**src/lscr_pkg.sv**
```systemverilog
// Purpose: Shared constants and types for the emitter slot control register bank
// Assumes: 16-bit registers reached over the device host register port
// Notes:   Field positions and reset values for the RTL live here; the dv files repeat them as literals
package lscr_pkg;
  localparam int          ADDR_W = 8;
  localparam int          DATA_W = 16;
  localparam logic [7:0]  SLOT_SEL_ADDR  = 8'h14;
  localparam logic [7:0]  EM3_CUR_ADDR   = 8'h22;
  localparam logic [7:0]  EM1_CUR_ADDR   = 8'h23;
  // Field positions (low bit)
  localparam int          SLOT_A_EMIT_LSB = 0;
  localparam int          SLOT_B_EMIT_LSB = 2;
  localparam int          SLOT_A_DET_LSB  = 4;
  localparam int          SLOT_B_DET_LSB  = 8;
  localparam int          SCALE_BIT       = 13;
  localparam int          EDGE_LSB        = 4;
  localparam int          COARSE_LSB      = 0;
  // Reset values
  localparam logic [1:0]  SLOT_A_EMIT_RST = 2'h1;
  localparam logic [1:0]  SLOT_B_EMIT_RST = 2'h0;
  localparam logic [3:0]  SLOT_A_DET_RST  = 4'h4;
  localparam logic [3:0]  SLOT_B_DET_RST  = 4'h5;
  localparam logic [15:0] SLOT_SEL_RST    = 16'h0541;
  localparam logic [15:0] CUR_CFG_RST     = 16'h3000;
  localparam logic [1:0]  EMIT_NONE       = 2'h0;

  typedef struct packed {
    logic              wr;
    logic              rd;
    logic [ADDR_W-1:0] addr;
    logic [DATA_W-1:0] wdata;
  } lscr_req_t;

  typedef struct packed {
    logic       strength_full;
    logic [2:0] edge_rate;
    logic [3:0] coarse_current;
  } lscr_drv_t;

  typedef struct packed {
    logic [3:0] emitter_pulse;
    logic       detector_pulse;
    logic [3:0] detector_select;
  } lscr_slot_t;
endpackage : lscr_pkg

```
**src/lscr_slot_decode.sv**
```systemverilog
// Purpose: Turns one slot's emitter and detector select codes into drive enables
// Assumes: Purely combinational; caller registers the result
// Notes:   One-hot emitter vector, bit 0 unused
`timescale 1ns/1ps
`default_nettype none
module lscr_slot_decode (
  input  wire logic [1:0]         i_emit_sel, // Emitter select code
  input  wire logic [3:0]         i_det_sel,  // Detector connection select
  output var  lscr_pkg::lscr_slot_t o_slot    // Decoded slot drive
);
  always_comb begin
    o_slot                 = '0;
    o_slot.detector_select = i_det_sel;
    if (i_emit_sel == lscr_pkg::EMIT_NONE) begin
      o_slot.detector_pulse = 1'b1;
    end else begin
      o_slot.emitter_pulse[i_emit_sel] = 1'b1;
    end
  end
endmodule // lscr_slot_decode
`default_nettype wire

```
**src/lscr_top.sv**
```systemverilog
// What this block does
// - Slot A emitter select, bits 1:0, codes 1-3 pick emitters, reset 1
// - Slot B emitter select, bits 3:2, same codes, reset 0
// - Code 0 pulses the photodiode connection instead of any emitter
// - Slot A photodiode select, bits 7:4, reset 4
// - Slot B photodiode select, bits 11:8, reset 5
// - Emitter 3 bit 13 scale: 1 full, 0 ten percent low power, reset 1
// - Emitter 1 bit 13 scale: same meaning, reset 1
// - Emitter 3 slew rate, bits 6:4, 0 slowest, 7 fastest, reset 0
// - Emitter 3 coarse current, bits 3:0, reset 0
// - Emitter 3 peak current is coarse times fine times scale terms
// - Emitter 1 slew rate, bits 6:4, reset 0
// - Emitter 1 coarse current, bits 3:0, reset 0
//
// Purpose: Emitter slot control register bank with decoded driver settings
// Assumes: Host port delivers one-cycle write/read strobes synchronous to i_clk
// Notes:   Read data valid the cycle after the read strobe
`timescale 1ns/1ps
`default_nettype none
module lscr_top (
  input  wire logic                  i_clk,         // 25 MHz system clock
  input  wire logic                  i_arst_n,      // Async reset, active low
  input  wire lscr_pkg::lscr_req_t   i_req,         // Host register request
  output logic [lscr_pkg::DATA_W-1:0] o_rdata,      // Read data
  output logic                       o_rvalid,      // Read data valid pulse
  output lscr_pkg::lscr_slot_t       o_slot_a,      // Slot A drive decode
  output lscr_pkg::lscr_slot_t       o_slot_b,      // Slot B drive decode
  output lscr_pkg::lscr_drv_t        o_emitter3,    // Emitter 3 driver settings
  output lscr_pkg::lscr_drv_t        o_emitter1     // Emitter 1 driver settings
);
  // Field widths of the map; the decoder ports are sized to match
  localparam int EMIT_W   = 2;
  localparam int DET_W    = 4;
  localparam int EDGE_W   = 3;
  localparam int COARSE_W = 4;
  localparam int NUM_SLOT = 2;
  localparam int NUM_EMIT = 2;

  // Output reset images come from the register reset fields, so they cannot drift apart
  localparam logic       A_DET_PULSE_RST = (lscr_pkg::SLOT_A_EMIT_RST == lscr_pkg::EMIT_NONE);
  localparam logic       B_DET_PULSE_RST = (lscr_pkg::SLOT_B_EMIT_RST == lscr_pkg::EMIT_NONE);
  localparam logic [3:0] A_PULSE_RST     = A_DET_PULSE_RST ? 4'h0 : 4'(4'h1 << lscr_pkg::SLOT_A_EMIT_RST);
  localparam logic [3:0] B_PULSE_RST     = B_DET_PULSE_RST ? 4'h0 : 4'(4'h1 << lscr_pkg::SLOT_B_EMIT_RST);
  localparam lscr_pkg::lscr_slot_t SLOT_A_OUT_RST = '{
    emitter_pulse:   A_PULSE_RST,
    detector_pulse:  A_DET_PULSE_RST,
    detector_select: lscr_pkg::SLOT_A_DET_RST
  };
  localparam lscr_pkg::lscr_slot_t SLOT_B_OUT_RST = '{
    emitter_pulse:   B_PULSE_RST,
    detector_pulse:  B_DET_PULSE_RST,
    detector_select: lscr_pkg::SLOT_B_DET_RST
  };
  localparam lscr_pkg::lscr_drv_t EMIT_OUT_RST = '{
    strength_full:  lscr_pkg::CUR_CFG_RST[lscr_pkg::SCALE_BIT],
    edge_rate:      lscr_pkg::CUR_CFG_RST[lscr_pkg::EDGE_LSB +: EDGE_W],
    coarse_current: lscr_pkg::CUR_CFG_RST[lscr_pkg::COARSE_LSB +: COARSE_W]
  };

  // Refuse a package that no longer fits the word, the ports or the reset word
  if (lscr_pkg::DATA_W != 16) begin : g_chk_data_w
    $error("register word must be 16 bits wide");
  end
  if (lscr_pkg::ADDR_W != 8) begin : g_chk_addr_w
    $error("register address must be 8 bits wide");
  end
  if (lscr_pkg::SLOT_SEL_ADDR == lscr_pkg::EM3_CUR_ADDR ||
      lscr_pkg::SLOT_SEL_ADDR == lscr_pkg::EM1_CUR_ADDR ||
      lscr_pkg::EM3_CUR_ADDR  == lscr_pkg::EM1_CUR_ADDR) begin : g_chk_addr
    $error("register offsets must differ");
  end
  if (lscr_pkg::SLOT_A_EMIT_LSB + EMIT_W > lscr_pkg::SLOT_B_EMIT_LSB) begin : g_chk_emit_a
    $error("slot A emitter field overlaps slot B");
  end
  if (lscr_pkg::SLOT_B_EMIT_LSB + EMIT_W > lscr_pkg::SLOT_A_DET_LSB) begin : g_chk_emit_b
    $error("slot B emitter field overlaps slot A detector field");
  end
  if (lscr_pkg::SLOT_A_DET_LSB + DET_W > lscr_pkg::SLOT_B_DET_LSB) begin : g_chk_det_a
    $error("slot A detector field overlaps slot B");
  end
  if (lscr_pkg::SLOT_B_DET_LSB + DET_W > lscr_pkg::DATA_W) begin : g_chk_det_b
    $error("slot B detector field leaves the word");
  end
  if (lscr_pkg::COARSE_LSB + COARSE_W > lscr_pkg::EDGE_LSB) begin : g_chk_coarse
    $error("coarse current field overlaps edge rate");
  end
  if (lscr_pkg::EDGE_LSB + EDGE_W > lscr_pkg::SCALE_BIT ||
      lscr_pkg::SCALE_BIT >= lscr_pkg::DATA_W) begin : g_chk_edge
    $error("edge rate or scale bit out of place");
  end
  if (lscr_pkg::SLOT_SEL_RST[lscr_pkg::SLOT_A_EMIT_LSB +: EMIT_W] != lscr_pkg::SLOT_A_EMIT_RST ||
      lscr_pkg::SLOT_SEL_RST[lscr_pkg::SLOT_B_EMIT_LSB +: EMIT_W] != lscr_pkg::SLOT_B_EMIT_RST) begin : g_rst_emit
    $error("slot select reset word disagrees with emitter reset codes");
  end
  if (lscr_pkg::SLOT_SEL_RST[lscr_pkg::SLOT_A_DET_LSB +: DET_W] != lscr_pkg::SLOT_A_DET_RST ||
      lscr_pkg::SLOT_SEL_RST[lscr_pkg::SLOT_B_DET_LSB +: DET_W] != lscr_pkg::SLOT_B_DET_RST) begin : g_rst_det
    $error("slot select reset word disagrees with detector reset codes");
  end

  logic [lscr_pkg::DATA_W-1:0] slot_sel;
  logic [lscr_pkg::DATA_W-1:0] next_slot_sel;
  logic [lscr_pkg::DATA_W-1:0] em3_cur;
  logic [lscr_pkg::DATA_W-1:0] next_em3_cur;
  logic [lscr_pkg::DATA_W-1:0] em1_cur;
  logic [lscr_pkg::DATA_W-1:0] next_em1_cur;
  logic [lscr_pkg::DATA_W-1:0] next_rdata;
  logic                        next_rvalid;
  logic                        wr_slot_sel;
  logic                        wr_em3_cur;
  logic                        wr_em1_cur;
  lscr_pkg::lscr_slot_t        slot_dec [NUM_SLOT];
  lscr_pkg::lscr_slot_t        next_slot_a;
  lscr_pkg::lscr_slot_t        next_slot_b;
  logic [lscr_pkg::DATA_W-1:0] emit_word [NUM_EMIT];
  lscr_pkg::lscr_drv_t         emit_drv  [NUM_EMIT];
  lscr_pkg::lscr_drv_t         next_em3;
  lscr_pkg::lscr_drv_t         next_em1;

  // Address decode; unmapped writes fall through and change nothing
  always_comb begin
    wr_slot_sel = i_req.wr && (i_req.addr == lscr_pkg::SLOT_SEL_ADDR);
    wr_em3_cur  = i_req.wr && (i_req.addr == lscr_pkg::EM3_CUR_ADDR);
    wr_em1_cur  = i_req.wr && (i_req.addr == lscr_pkg::EM1_CUR_ADDR);
  end

  // Reserved bits are stored as written; the host owns their correctness
  always_comb begin
    next_slot_sel = slot_sel;
    next_em3_cur  = em3_cur;
    next_em1_cur  = em1_cur;
    if (wr_slot_sel) begin
      next_slot_sel = i_req.wdata;
    end
    if (wr_em3_cur) begin
      next_em3_cur = i_req.wdata;
    end
    if (wr_em1_cur) begin
      next_em1_cur = i_req.wdata;
    end
  end

  always_ff @(posedge i_clk or negedge i_arst_n) begin
    if (!i_arst_n) begin
      slot_sel <= lscr_pkg::SLOT_SEL_RST;
      em3_cur  <= lscr_pkg::CUR_CFG_RST;
      em1_cur  <= lscr_pkg::CUR_CFG_RST;
    end else begin
      slot_sel <= next_slot_sel;
      em3_cur  <= next_em3_cur;
      em1_cur  <= next_em1_cur;
    end
  end

  // Same-cycle read and write of one register returns the old word
  always_comb begin
    next_rvalid = i_req.rd;
    next_rdata  = '0;
    if (i_req.rd) begin
      case (i_req.addr)
        lscr_pkg::SLOT_SEL_ADDR: next_rdata = slot_sel;
        lscr_pkg::EM3_CUR_ADDR:  next_rdata = em3_cur;
        lscr_pkg::EM1_CUR_ADDR:  next_rdata = em1_cur;
        default:                 next_rdata = '0;
      endcase
    end
  end

  always_ff @(posedge i_clk or negedge i_arst_n) begin
    if (!i_arst_n) begin
      o_rdata  <= '0;
      o_rvalid <= 1'b0;
    end else begin
      o_rdata  <= next_rdata;
      o_rvalid <= next_rvalid;
    end
  end

  // One decoder per time slot; slot 0 is A, slot 1 is B
  for (genvar s = 0; s < NUM_SLOT; s++) begin : g_slot
    localparam int EMIT_LSB = (s == 0) ? lscr_pkg::SLOT_A_EMIT_LSB : lscr_pkg::SLOT_B_EMIT_LSB;
    localparam int DET_LSB  = (s == 0) ? lscr_pkg::SLOT_A_DET_LSB : lscr_pkg::SLOT_B_DET_LSB;
    lscr_slot_decode u_dec (
      .i_emit_sel (slot_sel[EMIT_LSB +: EMIT_W]),
      .i_det_sel  (slot_sel[DET_LSB +: DET_W]),
      .o_slot     (slot_dec[s])
    );
  end

  always_comb begin
    next_slot_a = slot_dec[0];
    next_slot_b = slot_dec[1];
  end

  always_ff @(posedge i_clk or negedge i_arst_n) begin
    if (!i_arst_n) begin
      o_slot_a <= SLOT_A_OUT_RST;
      o_slot_b <= SLOT_B_OUT_RST;
    end else begin
      o_slot_a <= next_slot_a;
      o_slot_b <= next_slot_b;
    end
  end

  // Codes go out raw; the analog driver forms coarse x fine x scale
  always_comb begin
    emit_word[0] = em3_cur;
    emit_word[1] = em1_cur;
  end

  // Entry 0 is emitter 3, entry 1 is emitter 1
  for (genvar e = 0; e < NUM_EMIT; e++) begin : g_emit
    assign emit_drv[e] = '{
      strength_full:  emit_word[e][lscr_pkg::SCALE_BIT],
      edge_rate:      emit_word[e][lscr_pkg::EDGE_LSB +: EDGE_W],
      coarse_current: emit_word[e][lscr_pkg::COARSE_LSB +: COARSE_W]
    };
  end

  always_comb begin
    next_em3 = emit_drv[0];
    next_em1 = emit_drv[1];
  end

  always_ff @(posedge i_clk or negedge i_arst_n) begin
    if (!i_arst_n) begin
      o_emitter3 <= EMIT_OUT_RST;
      o_emitter1 <= EMIT_OUT_RST;
    end else begin
      o_emitter3 <= next_em3;
      o_emitter1 <= next_em1;
    end
  end
endmodule // lscr_top
`default_nettype wire

```
**config.mk**
```make
export PLATFORM = sky130hd
export DESIGN_NAME = lscr_top
export DESIGN_NICKNAME = d
export VERILOG_FILES = /design/src/lscr_pkg.sv /design/src/lscr_slot_decode.sv /design/src/lscr_top.sv
export SDC_FILE = /design/constraint.sdc
export NUM_CORES = 1
export LEC_CHECK = 0
export BUFFER_PORTS_ARGS = -buffer_cell sky130_fd_sc_hd__buf_2
export CORE_ASPECT_RATIO = 1.2
export CORE_MARGIN = 1
export CORE_UTILIZATION = 55
export DETAILED_ROUTE_END_ITERATION = 12
export PLACE_DENSITY = 0.77
export SYNTH_ARGS = -nofsm -noshare
export SYNTH_HDL_FRONTEND = slang
export SYNTH_SLANG_ARGS = --single-unit
```
**constraint.sdc**
```tcl
create_clock -name i_clk -period 2.7 [get_ports i_clk]
set_input_delay 0.81 -clock i_clk [delete_from_list [all_inputs] [get_ports i_clk]]
set_output_delay 0.81 -clock i_clk [all_outputs]
set_load 0.1 [all_outputs]
```
==> results of run 1 <==
layer usage:
layer,track usage [%],wire length (um),vias to the layer above
met3,4.121,262,6
li1,-,-,953
met5,0,0,-
met4,9.776,69,0
met2,34.38,3410,64
met1,28.17,2958,1119
per-stage QoR:
step | std cells | utilization, % | power (mW) | area (sq um) | worst slack, ns
finish | 396 | 67.47 | 2.843 | 4349 | 0.6105
global route | 396 | 67.47 | 2.961 | 4349 | 0.5622
CTS | 396 | 67.47 | 2.870 | 4349 | 0.5799
detailed placement | 380 | 64.29 | 1.939 | 4144 | 0.3870
global placement | 380 | 64.29 | 1.933 | 4144 | 0.4195
floorplan | 225 | - | 1.833 | 3666 | 0.4540
final cells by class:
class	count	area share, %
multi-input combinational	114	26.12
clock inverter	6	1.554
sequential	97	56.24
timing repair buffer	84	10.47
clock buffer	10	3.165
tap	85	2.445
worst paths after layout:
check | from | end | slack (ns) | depth (start not counted)
hold reg to reg | em1_cur[13] | o_emitter1[7] | 0.38 | 0
max in group asynchronous | i_arst_n | o_slot_b[0] | 1.56 | 2
setup reg to reg | em1_cur[3] | o_rdata[3] | 1.62 | 3
hold / removal | em1_cur[13] | o_emitter1[7] | 0.38 | 0
min in group asynchronous | i_arst_n | o_emitter1[5] | 0.43 | 1
setup / recovery | o_slot_a[6] | o_slot_a[6] | 0.61 | 1
synth_stat cells, drive strengths merged (2+ instances only):
| cell type | count | share of area, % |
|---|---|---|
| a32oi | 16 | 3.8 |
| and2 | 2 | 0.34 |
| buf | 9 | 2.2 |
| clkbuf | 5 | 0.51 |
| dfrtp | 82 | 56 |
| dfstp | 15 | 11 |
| mux2 | 64 | 21 |
| nand3 | 2 | 0.96 |
| nor2 | 18 | 1.8 |
| nor2b | 4 | 0.68 |
| nor4b | 2 | 1.3 |
registers in the layout, indices dropped and copies added, names as in the netlist:
| name | flops |
|---|---|
| em1_cur | 16 |
| o_slot_a | 8 |
| o_emitter3 | 8 |
| o_rdata | 16 |
| o_emitter1 | 8 |
| slot_sel | 16 |
| o_rvalid | 1 |
| em3_cur | 16 |
| o_slot_b | 8 |
power by group:
| part | switching [mW] | total [mW] | leakage [nW] | internal [mW] |
|---|---|---|---|---|
| clock network | 0.479 | 0.934 | 0.0985 | 0.455 |
| registers | 0.0294 | 1.55 | 1.28 | 1.52 |
| logic | 0.275 | 0.362 | 0.891 | 0.0869 |
cell families (layout without fill, tap and decap cells):
family                 Yosys count  count (layout)
DFF                             97              97
muxes                           64              64
and+or+nand+nor                 32              32
AOI/OAI and AO/OA               16              16
buffers and inverters           14             100
other                            1               2
==> results.cfg, run 1 <==
[floorplan]
chipHeight_um = 91.39
start_util_pct = 56.81
dieArea_sq_um = 6990
io_pins = 79
core_sq_um = 6446
rows = 32
die_x_um = 76.49

[logic_synthesis]
syn_avg_cell_area_sq_um = 16.35
synth.area.mux_share_pct = 20.70
synth_top_family_by_area = multiplexers
seq_area_frac_synth_pct = 66.79
synthCells = 224
synthFlopType = dfrtp_1
synth-simple-area-share_pct = 5.876
ys_types = 20
synth_edf_count = 0
yosys.area_share.adder_pct = 0
synth_seq_cells = 97
synthArstFlopShare_pct = 100.0
synth_compound_area_share_pct = 3.826
syn-cell-area_sq_um = 3662
synth-xor-area-share_pct = 0
ys.warnings.count = 0

[placement]
dp_hpwl_um = 4266
gp_congestion = 0.7296
port_buffers = 76

[layout]
layout_common_cells = dfrtp_1 (82), buf_2 (75), mux2_2 (53)
mostFrequentLayoutCell = dfrtp_1
fill_cells = 475
n_antenna_cell = 0
final_layout_size_suffix_gt1_share_pct = 58.84
seqCellArea_sq_um = 2446
multi_input_area_sq_um = 1136
nNetsFinal = 334
synthToLayoutAreaGrowth_pct = 18.76

[timing]
period_needed_ns = 2.090
hold_viol_final = 0
rsz0062_at_grt = false
worst_pin_slew_ns = 0.6811
slew_viol_final = 0
fin_crit_sh_pct = 77.39
hold_ws_ns = 0.3789
slew-limit-headroom_pct = 54.49
setup_viol = 0
clock_skew_ns = 0.006548
fmax_ghz = 0.4786
fin_setup_tns_ns = 0

[clock_tree]
cts-buffers-inserted = 9
clk_pin_slew_worst_paths_ns = 0.09
cts.repair.resized = 0
clockBufferDepth = 2
clock_sinks = 97
cts_setup_buffers = 0
clock_tree.htree_level_count = 3
cts_tree = done
cts_hold_buf = 0
root_buffer = clkbuf_8
clk_latency_ns = 0.34

[setup_path]
critPathRequiredTime_ns = 1.89
cp_slowest_cell = dfstp_2
slowest_delay_ns = 0.53
cp-end-kind = output pin
path_cells = buf_2
critical_path_class = reg2out
crit_family = flip-flops
startpoint_type = flop
critPathArrivalTime_ns = 1.28
critPathBufInv = 1
path_max_fanout = 1

[grt]
grt_max_degree = 43
antenna_found_initial = 0
grt_overflow = 0
grt_pass1_wl_um = 11100
track_usage_pct = 21.37
grt_pass1_vias = 2203

[power_and_ir_drop]
p_leak_nw = 2.272
power.density_nw_per_um2 = 653.7
irDropWorstVdd_mv = 0.4098

[detailed_routing]
dr_total_vias = 2142
drtIter0Drc = 59
viasPerCell = 5.409
drt_wl_total_um = 6700
detail-route-antenna-nets = 0
firstDrtPassIters = 4
wire_per_inst_um = 16.92
drc = 0

[status]
status = completed

[flow_run]
cap_violations = 0

[worst_hold_path]
min_path_type = reg2reg
Note: power is estimated with default switching activity, not from simulation.
==> run 2: changes to the inputs <==
--- a/config.mk
+++ b/config.mk
@@ -8,9 +8,9 @@
 export BUFFER_PORTS_ARGS = -buffer_cell sky130_fd_sc_hd__buf_2
 export CORE_ASPECT_RATIO = 1.2
 export CORE_MARGIN = 1
-export CORE_UTILIZATION = 55
+export CORE_UTILIZATION = 48
 export DETAILED_ROUTE_END_ITERATION = 12
-export PLACE_DENSITY = 0.77
+export PLACE_DENSITY = 0.71
 export SYNTH_ARGS = -nofsm -noshare
 export SYNTH_HDL_FRONTEND = slang
 export SYNTH_SLANG_ARGS = --single-unit
==> constraint.sdc (replaced) <==
create_clock -name i_clk -period 1.8 [get_ports i_clk]
set_input_delay 0.54 -clock i_clk [delete_from_list [all_inputs] [get_ports i_clk]]
set_output_delay 0.54 -clock i_clk [all_outputs]
set_load 0.1 [all_outputs]
==> run 2 against run 1 <==
Effect of this change:
- register-to-register slack got worse by 0.84 ns
- utilization fell by 6.1 points
- global-route usage fell by 1.7 points
- highest routed layer unchanged
==> results.cfg, run 2 (same netlist as run 1, synthesis figures left out) <==
[status]
status = completed

[grt]
grt_max_degree = 40
grt_pass1_wl_um = 11430
grt_pass1_vias = 2227
antenna_found_initial = 0
track_usage_pct = 19.71
grt_overflow = 0

[detailed_routing]
wire_per_inst_um = 17.14
firstDrtPassIters = 4
drc = 0
drt_wl_total_um = 6993
detail-route-antenna-nets = 0
drtIter0Drc = 49
dr_total_vias = 2121
viasPerCell = 5.199

[floorplan]
rows = 34
dieArea_sq_um = 7984
io_pins = 79
die_x_um = 81.74
core_sq_um = 7317
chipHeight_um = 97.69
start_util_pct = 50.05

[power_and_ir_drop]
intPower_mw = 3.112
p_comb_share_pct = 13.1
clockPowerShare_pct = 33.2
power.switching_mw = 1.206
finalPower_mw = 4.318
irDropWorstVdd_mv = 0.5408
seqPwrFrac_pct = 53.8
power.density_nw_per_um2 = 961.4
switching_share_pct = 27.92
p_leak_nw = 2.326

[clock_tree]
clk_pin_slew_worst_paths_ns = 0.10
clock_tree.htree_level_count = 3
clock_sinks = 97
root_buffer = clkbuf_8
cts_setup_buffers = 0
cts-buffers-inserted = 9
clockBufferDepth = 2
clk_latency_ns = 0.36
cts_tree = done

[setup_path]
ff2ff_path_depth = 3
critPathArrivalTime_ns = 1.17
cp-end-kind = output pin
critical_path_class = reg2out
path_max_fanout = 1
regToRegSetupSlack_ns = 0.78
critPathBufInv = 1
r2r_start = em1_cur[2]
path_cells = buf_4
crit_family = flip-flops
cp_slowest_cell = dfstp_2
slowest_delay_ns = 0.53
regToRegEndpoint = o_rdata[2]
critPathRequiredTime_ns = 1.26
startpoint_type = flop

[flow_run]
cap_violations = 0

[layout]
n_antenna_cell = 0
mostFrequentLayoutCell = dfrtp_1
layout_common_cells = dfrtp_1 (82), buf_2 (68), mux2_2 (46)
final_cells = 408
nNetsFinal = 341
final_layout_size_suffix_gt1_share_pct = 59.75
synthToLayoutAreaGrowth_pct = 22.65

[placement]
dp_hpwl_um = 4563
port_buffers = 76
gp_congestion = 0.7123
dp_cells = 392

[timing]
fin_setup_tns_ns = 0
fin_crit_sh_pct = 94.81
fmax_ghz = 0.5860
slew_viol_final = 0
hold_ws_ns = 0.09014
hold_viol_final = 0
setup_viol = 0
clock_skew_ns = 0.01042
rsz0062_at_grt = false
period_needed_ns = 1.707

[worst_hold_path]
min_path_type = in2async
[run 2: cell count changes in the layout (fill, tap and decap cells not counted)]
cell | before | now
clkinv_4 | 2 | 1
mux2_2 | 53 | 46
inv_6 | 0 | 1
clkinv_2 | 1 | 0
mux2_4 | 10 | 18
mux2_1 | 1 | 0
buf_12 | 1 | 4
buf_2 | 75 | 68
clkbuf_1 | 0 | 1
buf_4 | 8 | 19
[run 2: power by group through the flow]
stage,registers [mW],logic (mW),clock network (mW)
detailed placement,2.36,0.564,0
finish,2.32,0.564,1.43
global route,2.33,0.592,1.55
CTS,2.32,0.570,1.46
floorplan,2.61,0.143,0
global placement,2.36,0.558,0
[run 2: final cells by class]
cell class	count	area [sq um]
Fill cell	595	2825
Sequential cell	97	2446
Multi-Input combinational cell	114	1166
Timing Repair Buffer	91	563.0
Clock buffer	11	141.4
Tap cell	90	112.6
Clock inverter	5	62.56
[run 2: through the flow]
stage               setup WS (ns)  cell area (sq um)  util, %
finish                    0.09349               4492    61.39
global placement          -0.1117               4270    58.36
CTS                       0.07417               4492    61.39
global route              0.04208               4492    61.39
detailed placement        -0.1360               4270    58.36
floorplan                 -0.1389               3720        -
[run 2: repair_timing]
item | CTS | global route
hold buffers | 0 | 0
setup endpoints to repair | 7 | 0
gates resized for setup | 7 | 0
[run 2: worst max-delay path by stage]
stage	from	end	slack (ns)	cells after the start
after detailed placement	i_req[18]	em3_cur[4]	-0.14	5
after global routing	o_slot_b[2]	o_slot_b[2]	0.04	1
after floorplan	i_req[20]	em3_cur[10]	-0.14	7
after CTS	o_slot_a[6]	o_slot_a[6]	0.07	1
after global placement	i_req[18]	em3_cur[4]	-0.11	5
final	o_slot_a[6]	o_slot_a[6]	0.09	1
[run 2: metal layers]
metal | track usage [%] | vias to the layer above | wire length, um
met4 | 9.852 | 0 | 149
met2 | 28.61 | 61 | 3342
met1 | 26.82 | 1075 | 3142
li1 | - | 974 | -
met3 | 5.446 | 11 | 359
met5 | 0 | - | 0
